$ cat src/lbf_defs.vh
// Purpose: Constants for the lamp serial bus focus command framer
// Assumes: 20 MHz system clock
// Notes:   Times are in milliseconds except the drain guard, given in cycles; counts derived in the module
`ifndef LBF_DEFS_VH
`define LBF_DEFS_VH
`define LBF_SYNC          8'hff
`define LBF_CMD_STATUS    8'h34
`define LBF_CMD_FOCUS_RUN 8'h35
`define LBF_CMD_FOCUS_STP 8'h36
`define LBF_CMD_F2_RUN    8'h37
`define LBF_CMD_F2_STP    8'h38
`define LBF_ADDR_TOP      8'h80
`define LBF_CHK_MASK      8'h7f
`define LBF_POS_ADDR      2'd1
`define LBF_POS_CMD       2'd2
`define LBF_PKT_LAST      2'd3
`define LBF_RB_SYNC       4'h0
`define LBF_RB_ADDR       4'h1
`define LBF_RB_PAN_LO     4'h2
`define LBF_RB_PAN_HI     4'h3
`define LBF_RB_TILT_LO    4'h4
`define LBF_RB_TILT_HI    4'h5
`define LBF_RB_FLAGS      4'h6
`define LBF_RB_FOCUS      4'h7
`define LBF_RB_FLT1       4'h8
`define LBF_RB_FLT2       4'h9
`define LBF_RB_VER        4'ha
`define LBF_RB_TYPE       4'hb
`define LBF_REPLY_LAST    4'hc
`define LBF_CLK_KHZ       20000
`define LBF_PKT_TMO_MS    30
`define LBF_REPLY_DLY_MS  10
`define LBF_DRAIN_GUARD   20'h00002
`endif

$ cat src/lbf_focus_framer.v
// Purpose: Receive four-byte focus and status packets, latch focus motors, send status reply
// Assumes: Byte UART on sys_clk supplies rx bytes and accepts tx bytes by valid/ready
// Notes:   Only four-byte packets are decoded; longer commands fail the check and drop
`include "lbf_defs.vh"

// Contract
// (RQ1) Valid 0x35 packet starts head one focus motor, latched until stopped.
// (RQ2) Valid 0x36 packet stops head one focus motor.
// (RQ3) Valid 0x37 packet starts second head focus motor when fitted, latched.
// (RQ4) Valid 0x38 packet stops second head focus motor when fitted.
// (RQ5) Packets are four bytes: sync, address, command, check.
// (RQ6) Check byte is low 7 bits of sum of all preceding bytes.
// (RQ7) Last byte of every packet is the check value.
// (RQ8) Packets start with 0xFF; remaining bytes follow without gaps.
// (RQ9) Packets taking longer than 30 ms from sync to check are discarded.
// (RQ10) Controller sends at most 10 packets per second; idle may be unbounded.
// (RQ11) After valid status request wait 2 to 30 ms, then send 13 bytes.
// (RQ12) After last reply byte leaves, release line and return to receive.
// (RQ13) Status request code 0x34, four-byte packet, triggers the reply.
// (RQ14) Reply second byte is lamp address with top bit set.
// (RQ15) Reply order: sync, address, pan, tilt, flags, focus, faults, version, type, check.
// (RQ16) Packets with bad check byte or foreign address are ignored.
// (RQ17) Controller leaves the line free until the reply completes.
module lbf_focus_framer #(
   parameter PKT_TMO_CYC   = `LBF_PKT_TMO_MS * `LBF_CLK_KHZ,
   parameter REPLY_DLY_CYC = `LBF_REPLY_DLY_MS * `LBF_CLK_KHZ,
   parameter TMR_W         = 20
) (
   input  wire        sys_clk,
   input  wire        nrst,
   input  wire [7:0]  rx_data,
   input  wire        rx_valid,
   input  wire [7:0]  own_addr,
   input  wire        head2_fitted,
   input  wire [15:0] pan_pos,
   input  wire [15:0] tilt_pos,
   input  wire [7:0]  lamp_flags,
   input  wire [7:0]  focus_pos,
   input  wire [7:0]  fault1,
   input  wire [7:0]  fault2,
   input  wire [7:0]  sw_version,
   input  wire [7:0]  lamp_type,
   input  wire        tx_ready,
   input  wire        tx_idle,
   output reg         focus1_run_q,
   output reg         focus2_run_q,
   output reg  [7:0]  tx_data_q,
   output reg         tx_valid_q,
   output reg         line_drive_q,
   output reg         pkt_drop_q
);

   localparam [1:0] S_RX    = 2'd0;
   localparam [1:0] S_WAIT  = 2'd1;
   localparam [1:0] S_TX    = 2'd2;
   localparam [1:0] S_DRAIN = 2'd3;

   localparam [TMR_W-1:0] TMO_LIM  = PKT_TMO_CYC[TMR_W-1:0];
   localparam [TMR_W-1:0] DLY_LIM  = REPLY_DLY_CYC[TMR_W-1:0];
   localparam [TMR_W-1:0] GRD_LIM  = `LBF_DRAIN_GUARD;
   localparam [TMR_W-1:0] TMR_STEP = {{(TMR_W-1){1'b0}}, 1'b1};
   localparam [TMR_W-1:0] TMR_CLR  = {TMR_W{1'b0}};

   // Receive framing
   reg             in_pkt_q;
   reg [1:0]       idx_q;
   reg [7:0]       sum_q;
   reg [7:0]       addr_q;
   reg [7:0]       cmd_q;
   reg [TMR_W-1:0] pkt_tmr_q;

   // Reply sequencing
   reg [1:0]       state_q;
   reg [1:0]       state_d;
   reg [TMR_W-1:0] dly_tmr_q;
   reg [3:0]       rep_idx_q;
   reg [7:0]       rep_sum_q;
   reg [7:0]       rep_byte;
   reg [3:0]       rep_sel;

   wire            rx_hunt;
   wire            rx_open;
   wire            sync_seen;
   wire            tmo_hit;
   wire            last_byte;
   wire            chk_ok;
   wire            addr_ok;
   wire            pkt_ok;
   wire            drop_now;
   wire            run1_cmd;
   wire            stop1_cmd;
   wire            run2_cmd;
   wire            stop2_cmd;
   wire            status_cmd;
   wire            wait_done;
   wire            tx_fire;
   wire            tx_done;
   wire            drain_done;

   // Bytes heard while waiting or sending are ignored
   assign rx_hunt    = (state_q == S_RX) && !in_pkt_q;
   assign rx_open    = (state_q == S_RX) && in_pkt_q;
   assign sync_seen  = rx_hunt && rx_valid && (rx_data == `LBF_SYNC); // RQ8
   assign tmo_hit    = rx_open && (pkt_tmr_q >= TMO_LIM); // RQ9
   // A check byte landing on the timeout edge is late, so timeout wins
   assign last_byte  = rx_open && !tmo_hit && rx_valid && (idx_q == `LBF_PKT_LAST); // RQ5 RQ7
   // Check byte has bit 7 clear, so the full byte must match
   assign chk_ok     = (rx_data == (sum_q & `LBF_CHK_MASK)); // RQ6
   assign addr_ok    = (addr_q == own_addr);
   assign pkt_ok     = last_byte && chk_ok && addr_ok; // RQ16
   assign drop_now   = tmo_hit || (last_byte && !pkt_ok); // RQ9 RQ16

   assign run1_cmd   = pkt_ok && (cmd_q == `LBF_CMD_FOCUS_RUN); // RQ1
   assign stop1_cmd  = pkt_ok && (cmd_q == `LBF_CMD_FOCUS_STP); // RQ2
   // Second head codes stay valid packets but do nothing when unfitted
   assign run2_cmd   = pkt_ok && head2_fitted && (cmd_q == `LBF_CMD_F2_RUN); // RQ3
   assign stop2_cmd  = pkt_ok && head2_fitted && (cmd_q == `LBF_CMD_F2_STP); // RQ4
   assign status_cmd = pkt_ok && (cmd_q == `LBF_CMD_STATUS); // RQ13

   assign wait_done  = (state_q == S_WAIT) && (dly_tmr_q >= DLY_LIM); // RQ11
   assign tx_fire    = tx_valid_q && tx_ready;
   assign tx_done    = (state_q == S_TX) && tx_fire && (rep_idx_q == `LBF_REPLY_LAST);
   // Guard lets the UART drop idle after taking the last byte
   assign drain_done = (state_q == S_DRAIN) && tx_idle && (dly_tmr_q >= GRD_LIM); // RQ12

   // Reply byte selected for loading next; status inputs are taken live
   always @* begin
      rep_sel = (state_q == S_WAIT) ? `LBF_RB_SYNC : rep_idx_q + 4'h1;
      case (rep_sel) // RQ15
         `LBF_RB_SYNC:    rep_byte = `LBF_SYNC;
         `LBF_RB_ADDR:    rep_byte = own_addr | `LBF_ADDR_TOP; // RQ14
         `LBF_RB_PAN_LO:  rep_byte = pan_pos[7:0];
         `LBF_RB_PAN_HI:  rep_byte = pan_pos[15:8];
         `LBF_RB_TILT_LO: rep_byte = tilt_pos[7:0];
         `LBF_RB_TILT_HI: rep_byte = tilt_pos[15:8];
         `LBF_RB_FLAGS:   rep_byte = lamp_flags;
         `LBF_RB_FOCUS:   rep_byte = focus_pos;
         `LBF_RB_FLT1:    rep_byte = fault1;
         `LBF_RB_FLT2:    rep_byte = fault2;
         `LBF_RB_VER:     rep_byte = sw_version;
         `LBF_RB_TYPE:    rep_byte = lamp_type;
         `LBF_REPLY_LAST: rep_byte = rep_sum_q & `LBF_CHK_MASK;
         default:         rep_byte = `LBF_SYNC;
      endcase
   end

   always @(posedge sys_clk or negedge nrst) begin
      if (!nrst) begin
         in_pkt_q <= 1'b0;
         idx_q    <= 2'd0;
         sum_q    <= 8'h00;
         addr_q   <= 8'h00;
         cmd_q    <= 8'h00;
      end else if (sync_seen) begin
         in_pkt_q <= 1'b1;
         idx_q    <= `LBF_POS_ADDR;
         sum_q    <= rx_data;
      end else if (tmo_hit || last_byte) begin
         // Idle hunt has no time limit; only a sync reopens a packet
         in_pkt_q <= 1'b0;
      end else if (rx_open && rx_valid) begin
         // A sync value inside a packet is plain data
         idx_q <= idx_q + 2'd1;
         sum_q <= sum_q + rx_data; // RQ6
         if (idx_q == `LBF_POS_ADDR) begin
            addr_q <= rx_data;
         end
         if (idx_q == `LBF_POS_CMD) begin
            cmd_q <= rx_data;
         end
      end
   end

   // Packet age counts only while a packet is open
   always @(posedge sys_clk or negedge nrst) begin
      if (!nrst) begin
         pkt_tmr_q <= TMR_CLR;
      end else if (rx_open && !tmo_hit) begin
         pkt_tmr_q <= pkt_tmr_q + TMR_STEP; // RQ9
      end else begin
         pkt_tmr_q <= TMR_CLR;
      end
   end

   // One-cycle pulse per discarded packet
   always @(posedge sys_clk or negedge nrst) begin
      if (!nrst) begin
         pkt_drop_q <= 1'b0;
      end else begin
         pkt_drop_q <= drop_now;
      end
   end

   // Latched until the opposite command; slow senders need no refresh
   always @(posedge sys_clk or negedge nrst) begin
      if (!nrst) begin
         focus1_run_q <= 1'b0;
      end else if (run1_cmd) begin
         focus1_run_q <= 1'b1; // RQ1
      end else if (stop1_cmd) begin
         focus1_run_q <= 1'b0; // RQ2
      end
   end

   always @(posedge sys_clk or negedge nrst) begin
      if (!nrst) begin
         focus2_run_q <= 1'b0;
      end else if (run2_cmd) begin
         focus2_run_q <= 1'b1; // RQ3
      end else if (stop2_cmd) begin
         focus2_run_q <= 1'b0; // RQ4
      end
   end

   always @* begin
      state_d = state_q;
      case (state_q)
         S_RX: begin
            if (status_cmd) begin
               state_d = S_WAIT; // RQ13
            end
         end
         S_WAIT: begin
            if (wait_done) begin
               state_d = S_TX; // RQ11
            end
         end
         S_TX: begin
            if (tx_done) begin
               state_d = S_DRAIN;
            end
         end
         S_DRAIN: begin
            if (drain_done) begin
               state_d = S_RX; // RQ12
            end
         end
         default: begin
            state_d = S_RX;
         end
      endcase
   end

   always @(posedge sys_clk or negedge nrst) begin
      if (!nrst) begin
         state_q <= S_RX;
      end else begin
         state_q <= state_d;
      end
   end

   // Delay and drain share one timer; each starts from zero
   always @(posedge sys_clk or negedge nrst) begin
      if (!nrst) begin
         dly_tmr_q <= TMR_CLR;
      end else if ((state_q == S_WAIT) || (state_q == S_DRAIN)) begin
         if (state_d == state_q) begin
            dly_tmr_q <= dly_tmr_q + TMR_STEP; // RQ11
         end else begin
            dly_tmr_q <= TMR_CLR;
         end
      end else begin
         dly_tmr_q <= TMR_CLR;
      end
   end

   always @(posedge sys_clk or negedge nrst) begin
      if (!nrst) begin
         tx_data_q  <= 8'h00;
         tx_valid_q <= 1'b0;
         rep_idx_q  <= 4'h0;
         rep_sum_q  <= 8'h00;
      end else if (wait_done) begin
         tx_valid_q <= 1'b1; // RQ11
         tx_data_q  <= rep_byte;
         rep_idx_q  <= `LBF_RB_SYNC;
         rep_sum_q  <= rep_byte;
      end else if (tx_done) begin
         // Last handshake drops valid; drain then waits for idle
         tx_valid_q <= 1'b0;
      end else if ((state_q == S_TX) && tx_fire) begin
         // Valid stays up across bytes so the reply leaves back to back
         rep_idx_q <= rep_sel;
         tx_data_q <= rep_byte; // RQ11
         rep_sum_q <= rep_sum_q + rep_byte;
      end
   end

   // Driver enable brackets the whole reply
   always @(posedge sys_clk or negedge nrst) begin
      if (!nrst) begin
         line_drive_q <= 1'b0;
      end else if (wait_done) begin
         line_drive_q <= 1'b1; // RQ11
      end else if (drain_done) begin
         line_drive_q <= 1'b0; // RQ12
      end
   end

endmodule // lbf_focus_framer

$ cat config.mk
export PLATFORM = sky130hd
export DESIGN_NAME = lbf_focus_framer
export DESIGN_NICKNAME = d
export VERILOG_FILES = /design/src/lbf_focus_framer.v
export VERILOG_INCLUDE_DIRS = /design/src
export SDC_FILE = /design/constraint.sdc
export NUM_CORES = 1
export LEC_CHECK = 0
export BUFFER_PORTS_ARGS = -buffer_cell sky130_fd_sc_hd__buf_2
export CAP_MARGIN = 20
export CORE_ASPECT_RATIO = 0.5
export CORE_UTILIZATION = 53
export DETAILED_ROUTE_END_ITERATION = 12
export PLACE_DENSITY = 0.74
export RECOVER_POWER = 50
export SETUP_SLACK_MARGIN = 0.1
export SLEW_MARGIN = 20
export SYNTH_ARGS = -nofsm -noshare
export SYNTH_HDL_FRONTEND = slang
export SYNTH_SLANG_ARGS = --single-unit
$ cat constraint.sdc
create_clock -name sys_clk -period 4.8 [get_ports sys_clk]
set_clock_uncertainty 0.2 [all_clocks]
set_input_delay 0.48 -clock sys_clk [delete_from_list [all_inputs] [get_ports sys_clk]]
set_output_delay 0.48 -clock sys_clk [all_outputs]
set_load 0.05 [all_outputs]
======== Word level (Yosys, flattened, before mapping) ========
Index checks and enable logic that the tools add are counted.
storage, ports and cells
  input bits .............................. 102
  logic and storage cells ................. 134
  bits in registers ....................... 94
operators by class
  add/sub/neg operators ................... 6
  eq/ne operators ......................... 30
  bitwise operators ....................... 2
  reduce and logical (&&, ||, !) cells .... 42
  mux-type cells .......................... 35
  magnitude comparators ................... 3
operator list
  operator                                                                                number
  8-bit one-hot mux with 12 select lines                                                  1
  8-bit 2-to-1 mux                                                                        9
  20-bit 2-to-1 mux                                                                       3
  20-bit by 1-bit adder with 20-bit output (second input constant)                        2
  8-bit by 6-bit equality test with 1-bit output (second input constant)                  5
  4-bit equality test (second input constant)                                             6
  1-bit logical AND                                                                       24
  20-bit by 18-bit greater-or-equal comparator with 1-bit output (second input constant)  1
  20-bit by 2-bit greater-or-equal comparator with 1-bit output (second input constant)   1
  20-bit greater-or-equal comparator (second input constant)                              1
  8-bit adder                                                                             2
  4-bit by 3-bit equality test with 1-bit output (second input constant)                  4
  4-bit 2-to-1 mux                                                                        4
  2-bit 2-to-1 mux                                                                        7
  2-bit nonzero test                                                                      7
  1-bit 2-to-1 mux                                                                        10
  2-bit equality test (second input constant)                                             4
  4-bit by 2-bit equality test with 1-bit output (second input constant)                  2
  8-bit by 7-bit equality test with 1-bit output                                          1
  8-bit equality test                                                                     1
  8-bit equality test (second input constant)                                             1
  2-bit one-hot mux with 4 select lines                                                   1
  4-bit AND reduction                                                                     2
  4-bit by 1-bit adder with 4-bit output (second input constant)                          1
  other kinds (10)                                                                        18

======== Depth between registers and ports, before layout ========
Gate-level depths: netlist of the first run.
  word-level depth ........................ 15
  depth in mapped cells ................... 17
  depth with buffers taken out ............ 16

======== Least setup slack after synthesis of the first run ========
No wires, ideal clock.
  kind .................................... register to register
  from .................................... register rep_idx_q[0]
  to ...................................... register rep_sum_q[6]
  data arrival time ....................... 3560 ps
  clock period less this slack ............ 3886 ps
  cell stages (with the launch flop) ...... 17
  library setup time ...................... 125 ps
  path slack .............................. 914 ps
  data required time ...................... 4475 ps
  path through ............................ dfrtp_1 clkinv_1 ha_1 clkbuf_1 clkbuf_1 a21oi_1 o311ai_0 nand2_1 ha_1 fa_1 a211oi_1 o21bai_1 a21oi_1 nand4_1 a21o_1 o31ai_1 nor3_1
between the ends
  word-level cells in the longest chain between the ends .. 8
  elaborated cells between the ends (all ways) .. 23
  classes of those cells .................. add/sub (2); eq/ne (14); mux (5); reduce/logical (2)
RTL lines
  item                                         RTL line                source
  from (decl)                                  lbf_focus_framer.v:76   reg [3:0] rep_idx_q;
  from (signal assigned)                       lbf_focus_framer.v:276  rep_idx_q <= `LBF_RB_SYNC;
  from (signal assigned)                       lbf_focus_framer.v:283  rep_idx_q <= rep_sel;
  4-bit by 1-bit adder with 4-bit output *     lbf_focus_framer.v:128  rep_sel = (state_q == S_WAIT) ? `LBF_RB_SYNC : rep_idx_q + 4'h1;
  4-bit 2-to-1 mux *                           lbf_focus_framer.v:128
  4-bit equality test (tied with other cells)  lbf_focus_framer.v:129  case (rep_sel)
  8-bit one-hot mux with 12 select lines *     lbf_focus_framer.v:129
  named net rep_byte[0]                        lbf_focus_framer.v:78   reg [7:0] rep_byte;
  8-bit adder *                                lbf_focus_framer.v:285  rep_sum_q <= rep_sum_q + rep_byte;
  8-bit 2-to-1 mux *                           lbf_focus_framer.v:281  end else if ((state_q == S_TX) && tx_fire) begin
  8-bit 2-to-1 mux *                           lbf_focus_framer.v:278  end else if (tx_done) begin
  8-bit 2-to-1 mux *                           lbf_focus_framer.v:273  end else if (wait_done) begin
  to (signal assigned)                         lbf_focus_framer.v:277  rep_sum_q <= rep_byte;
  to (signal assigned)                         lbf_focus_framer.v:285
  to (decl)                                    lbf_focus_framer.v:77   reg [7:0] rep_sum_q;
The timed path passes the listed nets; every way through them passes the cells marked *. The select of a mux whose other input is x is not followed.
A chain may end at the register's enable or synchronous reset.

======== Final worst setup path of the first run ========
Ends and elaborated chain as after synthesis.

==> out/metrics.csv, run 1 <==
metric,value,unit
status,"finished, violations left",
violations,"capacitance limit, slew limit",
fin_nets,872,
finalHoldViolations,0,
syn_inst,636,
htreeDepth,3,
clkTransAtPathRegs,60,ps
clock_latency,340,ps
peakVddDrop,0.000309,V
multiInputGateArea,3290,sq um
netlist_area,5800,sq um
firstDrtPassIters,5,
rr_worst_depth,16,
dieHeight,76.0,um
cp.required,4820,ps
finalSetupTns,0,ps
avgViaCountPerCell,5.78,
start_util,0.557,
max_freq,228,MHz
path_max_fanout,21,
vias,5156,
cts_made_buffers,9,
io_buffers,114,
drc,0,
ys_seq_area_frac,0.397,
hold_path.class,in -> reg,
final_max_slew_viol_count,72,
crit_start,rep_idx_q[0]$_DFFE_PN0P_,
die-area,11400,sq um
track_usage,0.277,
arrival,4400,ps
worstMarginPinSlew,3790,ps
syn_nets,761,
r2r-end,rep_sum_q[6]$_DFFE_PN0P_,
grt_pass1_vias,4960,
slew_headroom,-1.53,
synth_edf_count,0,
syn2layout_area_growth,17.1,%
cap_violations,1,
clock-sinks,92,
io_pins,115,
crit_type,reg -> reg,
fin_crit_sh,0.912,
dpl.hpwl,11.1,mm
ff2ff_setup_slack,420,ps
holdWs,244,ps
preCtsSetupSlack,366,ps
gp_congestion,0.909,
p_leak,0.00311,uW
die_w,150,um
rsz0062_at_grt,false,
drt-initial-drc-count,299,
crit_path_end,rep_sum_q[6]$_DFFE_PN0P_,
clock_path_buffers,2,
ctsRootBufferMaster,clkbuf_16,
overflow,0,
grt_start_max_net_pins,72,
end_kind,flip-flop,
antenna_found_initial,1,
diodes,0,
fillCellCount,903,
crit_path_start_kind,flip-flop,
r2r-start,rep_idx_q[0]$_DFFE_PN0P_,
synth-seq-cells,92,
postCtsSetupBuffers,0,
drive_gt1_frac,0.203,
core_area,10400,sq um
powerDensity,609,nW/um^2
wl_per_cell,16.8,um
final_cell_count_no_fill,892,
synth_cell_types,62,
synth_ff_type,dfrtp_1,
synth_async_sr_flop_share,1.00,
drtAntennaViolNets,0,
finalSetupViolCount,0,
num_rows,26,
cts_tree,done,
avgSynthCellArea,9.11,sq um
regArea,2300,sq um
layout_setup_ws,420,ps
hold_buffers,0,
place_inst,876,
grt_pass1_wl,24.6,mm
synth_warnings,0,
period_needed,4380,ps
wirelength,15.0,mm
[through the flow]
stage                      util  cell area [sq um]  power, uW
after floorplan               -               5800       2780
after global placement    0.626               6520       3390
after detailed placement  0.626               6520       3430
after CTS                 0.653               6800       4110
after global routing      0.652               6790       4440
final                     0.652               6790       4130
[layout by cell type (no fill, tap or decap), types with 10 or more instances in the layout]
cell,netlist,layout
nand2_1,66,66
mux2_1,15,15
a21oi_1,24,24
xor2_1,22,22
ha_1,21,21
dfrtp_1,92,92
nor2_1,69,68
buf_2,7,107
nand4_1,10,10
inv_1,23,23
mux2_2,10,10
o21ai_0,33,33
nand3_1,28,28
mux2i_1,14,14
buf_4,3,11
xnor2_1,29,29
nor3_1,23,23
and3_1,11,11
nor4_1,10,10
[how the worst min path moves through the flow]
stage                              from                       end  slack [ps]  cells after the start
2_1_floorplan                      nrst     addr_q[0]$_DFFE_PN0P_         -20                      0
3_3_place_gp   line_drive_q$_DFFE_PN0P_  line_drive_q$_DFFE_PN0P_         260                      2
3_5_place_dp   line_drive_q$_DFFE_PN0P_  line_drive_q$_DFFE_PN0P_         280                      2
4_1_cts                            nrst    pkt_tmr_q[7]$_DFF_PN0_         100                      1
5_1_grt                      rx_data[5]      cmd_q[5]$_DFFE_PN0P_         240                      2
6_report                     rx_data[7]     addr_q[7]$_DFFE_PN0P_         240                      2
[per-layer routing]
metal / track usage / wire, um / vias to the layer above
li1: - / - / 2501
met4: 0.0758 / 262 / 2
met3: 0.0723 / 1110 / 26
met1: 0.378 / 6720 / 2449
met5: 0 / 13 / -
met2: 0.435 / 6850 / 178
[state kept, by name (all words and copies together) (netlist names)]
signal / count
focus1_run_q: 1
dly_tmr_q: 20
focus2_run_q: 1
idx_q: 2
state_q: 2
tx_valid_q: 1
tx_data_q: 8
rep_idx_q: 4
in_pkt_q: 1
cmd_q: 8
pkt_tmr_q: 20
pkt_drop_q: 1
rep_sum_q: 7
addr_q: 8
sum_q: 7
line_drive_q: 1
[synthesized netlist by cell type (2+ instances only)]
| library cell | n | area (sq um) |
|---|---|---|
| a2111oi_0 | 2 | 17.5 |
| a211oi_1 | 7 | 52.6 |
| a21boi_0 | 2 | 15.0 |
| a21o_1 | 6 | 45.0 |
| a21oi_1 | 24 | 120 |
| a221o_1 | 3 | 30.0 |
| a221oi_1 | 5 | 43.8 |
| a22oi_1 | 6 | 45.0 |
| a31oi_1 | 5 | 31.3 |
| and2_1 | 5 | 31.3 |
| and3_1 | 11 | 68.8 |
| and4_1 | 2 | 17.5 |
| buf_1 | 4 | 15.0 |
| buf_2 | 7 | 35.0 |
| buf_4 | 3 | 22.5 |
| clkbuf_1 | 12 | 45.0 |
| dfrtp_1 | 92 | 2300 |
| fa_1 | 2 | 40.0 |
| ha_1 | 21 | 263 |
| inv_1 | 23 | 86.3 |
| mux2_1 | 15 | 169 |
| mux2_2 | 10 | 113 |
| mux2i_1 | 14 | 140 |
| mux4_2 | 2 | 45.0 |
| nand2_1 | 66 | 248 |
| nand2b_1 | 6 | 37.5 |
| nand3_1 | 28 | 140 |
| nand4_1 | 10 | 62.6 |
| nand4b_1 | 4 | 35.0 |
| nor2_1 | 69 | 259 |
| nor2b_1 | 8 | 50.1 |
| nor3_1 | 23 | 115 |
| nor4_1 | 10 | 62.6 |
| o2111ai_1 | 2 | 17.5 |
| o211ai_1 | 5 | 37.5 |
| o21a_1 | 2 | 15.0 |
| o21ai_0 | 33 | 165 |
| o21bai_1 | 2 | 15.0 |
| o311ai_0 | 2 | 17.5 |
| o31ai_1 | 6 | 45.0 |
| or3_1 | 7 | 43.8 |
| xnor2_1 | 29 | 254 |
| xor2_1 | 22 | 193 |
[cell families after synthesis]
group,count (synthesis),synth area share
DFF,92,0.397
buffers and inverters,50,0.0358
adders and majority gates,23,0.0522
xor gates and xnor gates,52,0.0818
and+or+nand+nor,254,0.210
AOI/OAI and AO/OA,124,0.142
muxes,41,0.0805
[critical path, cell delays in order, from the launching register on]
cell and delay [ps]:
dfrtp_1 400, clkinv_1 230, ha_1 370, buf_4 260, and3_1 400, a21oi_1 110, o21ai_0 150, a211oi_1 80
o21ai_0 350, ha_1 350, a211oi_1 400, o21bai_1 120, a21oi_1 300, nand4_1 170, a21o_1 220, o31ai_1 60
nor3_1 70
[area by class of cell]
type,instances,area share
multi-input cells,494,0.485
inverters,24,0.0133
clock inverters,4,0.00350
clock buffers,12,0.0378
well taps,140,0.0258
flip-flops and latches,92,0.339
repair buffers,126,0.0957
[repair_timing]
| action | 4_1_cts | 5_1_grt |
|---|---|---|
| endpoints found under the hold margin | 0 | 0 |
| setup endpoints to repair | 0 | 1 |
| gates resized for setup | 0 | 1 |
[where the power goes]
part	internal, uW	switching, uW
sequential	889	110
combinational	935	1530
clock	378	291
(Power assumes the default switching activity.)
==> inputs of run 2 (changes only) <==
Settings changed: CORE_UTILIZATION 53 to 56, PLACE_DENSITY 0.74 to 0.78.
==> run 2 against run 1 <==
  * The flow still finishes with violations (capacitance limit, slew limit)
  * Total power rose by 1.4%
  * Combinational power barely moved
  * Final cell count fell by 0.45%
  * Non-clock buffer count rose by 1
  * First-iteration DRC count rose by 8.4%
  * Flip-flop and latch count did not move
  * Core utilization rose by 4.8 points
  * Sequential power barely moved
  * Setup slack improved by 50 ps
  * Hold slack got worse by 24 ps
  * Count of clock-buffer cells in the layout fell by 2
  * Critical endpoint unchanged
==> out/metrics.csv, run 2 (synthesis results as in run 1) <==
metric,value,unit,change
status,"finished, violations left",,unchanged
violations,"capacitance limit, slew limit",,unchanged
path_max_fanout,22,,was 21
crit_type,reg -> reg,,unchanged
finalSetupTns,0,ps,unchanged
dpl.hpwl,11.1,mm,about the same
die-area,10800,sq um,was 11400 sq um
period_needed,4330,ps,was 4380 ps
io_buffers,114,,unchanged
wl_per_cell,16.9,um,was 16.8 um
num_rows,25,,was 26
antenna_found_initial,0,,was 1
vias,5123,,was 5156
place_inst,872,,was 876
worstMarginPinSlew,3340,ps,was 3790 ps
highest_layer,met4,,was met5
cp.required,4820,ps,about the same
postCtsSetupBuffers,0,,unchanged
htreeDepth,3,,unchanged
powerDensity,615,nW/um^2,was 609 nW/um^2
drive_gt1_frac,0.207,,was 0.203
cts_tree,done,,unchanged
p_leak,0.00312,uW,was 0.00311 uW
ctsRootBufferMaster,clkbuf_16,,unchanged
start_util,0.596,,was 0.557
top_regs,"dly_tmr_q x20, pkt_tmr_q x20",,unchanged
fin_nets,873,,was 872
clock_path_buffers,2,,unchanged
track_usage,0.288,,was 0.277
overflow,0,,unchanged
final_cell_count_no_fill,888,,was 892
slew_headroom,-1.23,,was -1.53
hold_buffers,0,,unchanged
hold_path.class,in -> reg,,unchanged
end_kind,flip-flop,,unchanged
final_common_cell,buf_2,,unchanged
preCtsSetupSlack,325,ps,was 366 ps
wl_met3,1.00,mm,was 1.11 mm
finalHoldViolations,0,,unchanged
max_freq,231,MHz,was 228 MHz
finalSetupViolCount,0,,unchanged
grt_pass1_vias,4900,,was 4960
met1Wirelength,6.92,mm,was 6.72 mm
cap_violations,1,,unchanged
syn2layout_area_growth,17.5,%,was 17.1%
die_w,146,um,was 150 um
cts_made_buffers,9,,unchanged
fin_util,0.700,,was 0.652
holdWs,220,ps,was 244 ps
firstDrtPassIters,5,,unchanged
avgViaCountPerCell,5.77,,was 5.78
diodes,0,,unchanged
drt-initial-drc-count,324,,was 299
ff2ff_setup_slack,470,ps,was 420 ps
wl_met2,6.92,mm,was 6.85 mm
layout_common_cells,"buf_2, dfrtp_1, nor2_1",,unchanged
grt_start_max_net_pins,63,,was 72
dieHeight,73.9,um,was 76.0 um
fin_crit_sh,0.902,,was 0.912
layout_setup_ws,470,ps,was 420 ps
peakVddDrop,0.000359,V,was 0.000309 V
clock-sinks,92,,unchanged
arrival,4350,ps,was 4400 ps
clkTransAtPathRegs,70,ps,was 60 ps
io_pins,115,,unchanged
wirelength,15.0,mm,about the same
gp_congestion,0.915,,was 0.909
drtAntennaViolNets,0,,unchanged
clock_latency,340,ps,about the same
crit_path_start_kind,flip-flop,,unchanged
final_max_slew_viol_count,63,,was 72
core_area,9730,sq um,was 10400 sq um
drc,0,,unchanged
grt_pass1_wl,24.2,mm,was 24.6 mm
rsz0062_at_grt,false,,unchanged
-- run 2: cell count changes in the layout (fill, tap and decap cells not counted), sizes merged --
cell	previous run	this run
inv	23	26
clkbuf	20	18
clkinv	5	3
buf	118	119
bufinv	0	1
-- run 2: layout make-up --
type                    count  area, sq um
clock inverters             6         70.1
repair buffers            127          657
flip-flops and latches     92         2300
fillers                   800         2920
multi-input cells         494         3290
well taps                 135          169
clock buffers              10          229
inverters                  24         90.1
-- run 2: per-layer routing --
layer  track usage  up-vias
met2         0.489      148
li1              -     2492
met3        0.0644       17
met4        0.0772        0
met5             0        -
met1         0.383     2466
-- run 2: power by group --
| group | internal (uW) | switching (uW) |
|---|---|---|
| logic | 954 | 1510 |
| clock network | 410 | 309 |
| registers | 890 | 119 |
-- run 2: what timing repair did --
action,in CTS,in global routing
endpoints found under the hold margin,0,0
endpoints found under the setup margin,0,2
resized for setup,0,3
-- run 2: final timing paths --
kind,from,to,cells after the start
max,rep_idx_q[0]$_DFFE_PN0P_,rep_sum_q[6]$_DFFE_PN0P_,15
min,rx_data[0],cmd_q[0]$_DFFE_PN0P_,3
max reg2reg,rep_idx_q[0]$_DFFE_PN0P_,rep_sum_q[6]$_DFFE_PN0P_,15
min reg2reg,line_drive_q$_DFFE_PN0P_,line_drive_q$_DFFE_PN0P_,2
max in group asynchronous,nrst,rep_idx_q[0]$_DFFE_PN0P_,2
min in group asynchronous,nrst,dly_tmr_q[0]$_DFF_PN0_,1
-- run 2: critical path, cell delays in order (launching register included) --
cell      delay [ps]
dfrtp_2          480
ha_1             310
xor2_4           340
nand2_2          100
buf_4            230
mux4_2           320
a311oi_1         280
o21ai_0          220
fa_1             500
a211oi_1         290
o21bai_1         120
a21oi_1          290
nand4_1          170
a21o_1           210
o31ai_1           70
nor3_1            70
-- run 2: per-stage QoR --
stage | cell area, sq um | total power [uW]
6_report | 6810 | 4190
5_1_grt | 6810 | 4490
4_1_cts | 6820 | 4180
3_5_place_dp | 6520 | 3440
3_3_place_gp | 6520 | 3390
2_1_floorplan | 5800 | 2780
==> inputs of run 3 (changes only) <==
Settings changed: GPL_ROUTABILITY_DRIVEN set to 0, GPL_TIMING_DRIVEN set to 0.
==> run 3 against run 2 <==
  * The run still ends with capacitance limit, slew limit left
  * Global-route usage shrank 0.25 points
  * Non-clock buffer count grew 15
  * Flip-flop and latch count unchanged
  * Core utilization is 0.55 points higher
  * Critical path type unchanged
==> out/metrics.csv, run 3 (synthesis results as in run 1) <==
metric,value,unit,change
core_area,9730,sq um,unchanged
diodes,0,,unchanged
total_power,4240,uW,was 4190 uW
switchingPower,1990,uW,was 1940 uW
intPower,2240,uW,was 2250 uW
clock-sinks,92,,unchanged
avgViaCountPerCell,5.86,,was 5.77
dpl.hpwl,11.2,mm,was 11.1 mm
die-area,10800,sq um,unchanged
peakVddDrop,0.000291,V,was 0.000359 V
grt_pass1_wl,24.0,mm,was 24.2 mm
cpMaxStageDelayCell,dfrtp_1,,was fa_1
firstDrtPassIters,5,,unchanged
slew_headroom,-0.345,,was -1.23
path_max_fanout,10,,was 22
r2r-start,rep_idx_q[0]$_DFFE_PN0P_,,unchanged
die_w,146,um,unchanged
end_kind,flip-flop,,unchanged
track_usage,0.286,,was 0.288
p_leak,0.00314,uW,was 0.00312 uW
use_met3,0.0632,,was 0.0644
power_frac_clock,0.170,,was 0.172
clock_path_buffers,2,,unchanged
io_pins,115,,unchanged
drt-initial-drc-count,339,,was 324
antenna_found_initial,0,,unchanged
path_buf_inv,2,,was 1
grt_pass1_vias,4909,,was 4900
finalHoldViolations,0,,unchanged
cts_made_buffers,9,,unchanged
drtAntennaViolNets,0,,unchanged
drc,0,,unchanged
htreeDepth,3,,unchanged
cts_tree,done,,unchanged
io_buffers,114,,unchanged
wl_per_cell,16.9,um,about the same
place_inst,886,,was 872
crit_path_start_kind,flip-flop,,unchanged
syn2layout_area_growth,18.4,%,was 17.5%
violations,"capacitance limit, slew limit",,unchanged
grt_util_met1,0.371,,was 0.383
finalSetupTns,0,ps,unchanged
holdWs,220,ps,about the same
powerDensity,617,nW/um^2,was 615 nW/um^2
arrival,4540,ps,was 4350 ps
cp.required,4820,ps,about the same
crit_start,rep_idx_q[0]$_DFFE_PN0P_,,unchanged
final_common_cell,buf_2,,unchanged
crit_type,reg -> reg,,unchanged
hp-start,rx_data[5],,was rx_data[0]
use_met2,0.483,,was 0.489
wirelength,15.2,mm,was 15.0 mm
fin_nets,888,,was 873
final_cell_count_no_fill,903,,was 888
top_regs,"dly_tmr_q x20, pkt_tmr_q x20",,unchanged
crit_family,compound AO/OA/AOI/OAI gates,,unchanged
grt_start_max_net_pins,82,,was 63
hold_path.class,in -> reg,,unchanged
status,"finished, violations left",,unchanged
postCtsSetupBuffers,0,,unchanged
critical_path.max_stage_delay,430,ps,was 500 ps
ctsRootBufferMaster,clkbuf_16,,unchanged
power_frac_seq,0.233,,was 0.241
dieHeight,73.9,um,unchanged
num_rows,25,,unchanged
rsz0062_at_grt,false,,unchanged
overflow,0,,unchanged
grt-busiest-layer,met2,,unchanged
finalSetupViolCount,0,,unchanged
period_needed,4520,ps,was 4330 ps
cap_violations,1,,unchanged
vias,5290,,was 5123
max_freq,221,MHz,was 231 MHz
worstMarginPinSlew,2020,ps,was 3340 ps
final_max_slew_viol_count,82,,was 63
clock_latency,340,ps,about the same
path_cells,clkinvlp_4 > ha_1 > clkbuf_2 > nand2_1 > nor2_2 > nand2_1 > a221o_1 > o21ai_0 > ha_1 > a211oi_1 > o21bai_1 > a21oi_1 > nand4_1 > a21o_1 > o31ai_1 > nor3_1,,was ha_1 > xor2_4 > nand2_2 > buf_4 > mux4_2 > a311oi_1 > o21ai_0 > fa_1 > a211oi_1 > o21bai_1 > a21oi_1 > nand4_1 > a21o_1 > o31ai_1 > nor3_1
combPwrFrac,0.597,,was 0.588
layout_common_cells,"buf_2, dfrtp_1, nor2_1",,unchanged
clkTransAtPathRegs,60,ps,was 70 ps
drive_gt1_frac,0.204,,was 0.207
fin_crit_sh,0.941,,was 0.902
start_util,0.596,,unchanged
p_sw_frac,0.471,,was 0.462
[run 3: worst register-to-register path, stage by stage (launching register included)]
cell and delay, ps:
dfrtp_1 430, clkinvlp_4 240, ha_1 420, clkbuf_2 300
nand2_1 310, nor2_2 360, nand2_1 110, a221o_1 300
o21ai_0 150, ha_1 350, a211oi_1 330, o21bai_1 120
a21oi_1 280, nand4_1 160, a21o_1 200, o31ai_1 60
nor3_1 60
[run 3: layout make-up]
type                    count  area [sq um]
flip-flops and latches     92          2300
well taps                 135           169
repair buffers            116           577
plain buffers              26           121
fillers                   779          2860
multi-input cells         494          3300
clock inverters             4          47.5
clock buffers              12           256
inverters                  24          93.8
[run 3: path summary, 6_finish.rpt]
path,end,slack [ps],cells after the start
setup / recovery,rep_sum_q[6]$_DFFE_PN0P_,280,16
hold / removal,addr_q[5]$_DFFE_PN0P_,220,2
setup reg to reg,rep_sum_q[6]$_DFFE_PN0P_,280,16
hold reg to reg,line_drive_q$_DFFE_PN0P_,290,2
max in group asynchronous,dly_tmr_q[11]$_DFF_PN0_,1560,3
min in group asynchronous,pkt_drop_q$_DFF_PN0_,460,2
[run 3: power by group through the flow]
stage                     combinational, uW  sequential [uW]  clock (uW)
final                                  2530              988         721
after global routing                   2670             1010         764
after CTS                              2450              982         732
after detailed placement               2420              996           0
after global placement                 2370              992           0
after floorplan                        1660             1120           0
[run 3: routing by layer]
layer,vias to the layer above,share of wire,wire (um)
met5,-,0,0
met1,2498,0.43,6630
li1,2533,-,-
met2,233,0.46,7090
met4,0,0.018,267
met3,26,0.083,1260
[run 3: stage by stage]
| stage | utilization | instance area, sq um | setup WS [ps] |
|---|---|---|---|
| 3_5_place_dp | 0.675 | 6570 | 13.9 |
| 5_1_grt | 0.706 | 6860 | 103 |
| 4_1_cts | 0.708 | 6890 | 149 |
| 3_3_place_gp | 0.672 | 6540 | 22.2 |
| 2_1_floorplan | - | 5800 | 914 |
| 6_report | 0.706 | 6860 | 281 |
[run 3: what timing repair did]
action,CTS,global route
cloned,0,0
endpoints found under the hold margin,11,0
setup endpoints to repair,1,1
hold buffers,1,0
resized for setup,3,7
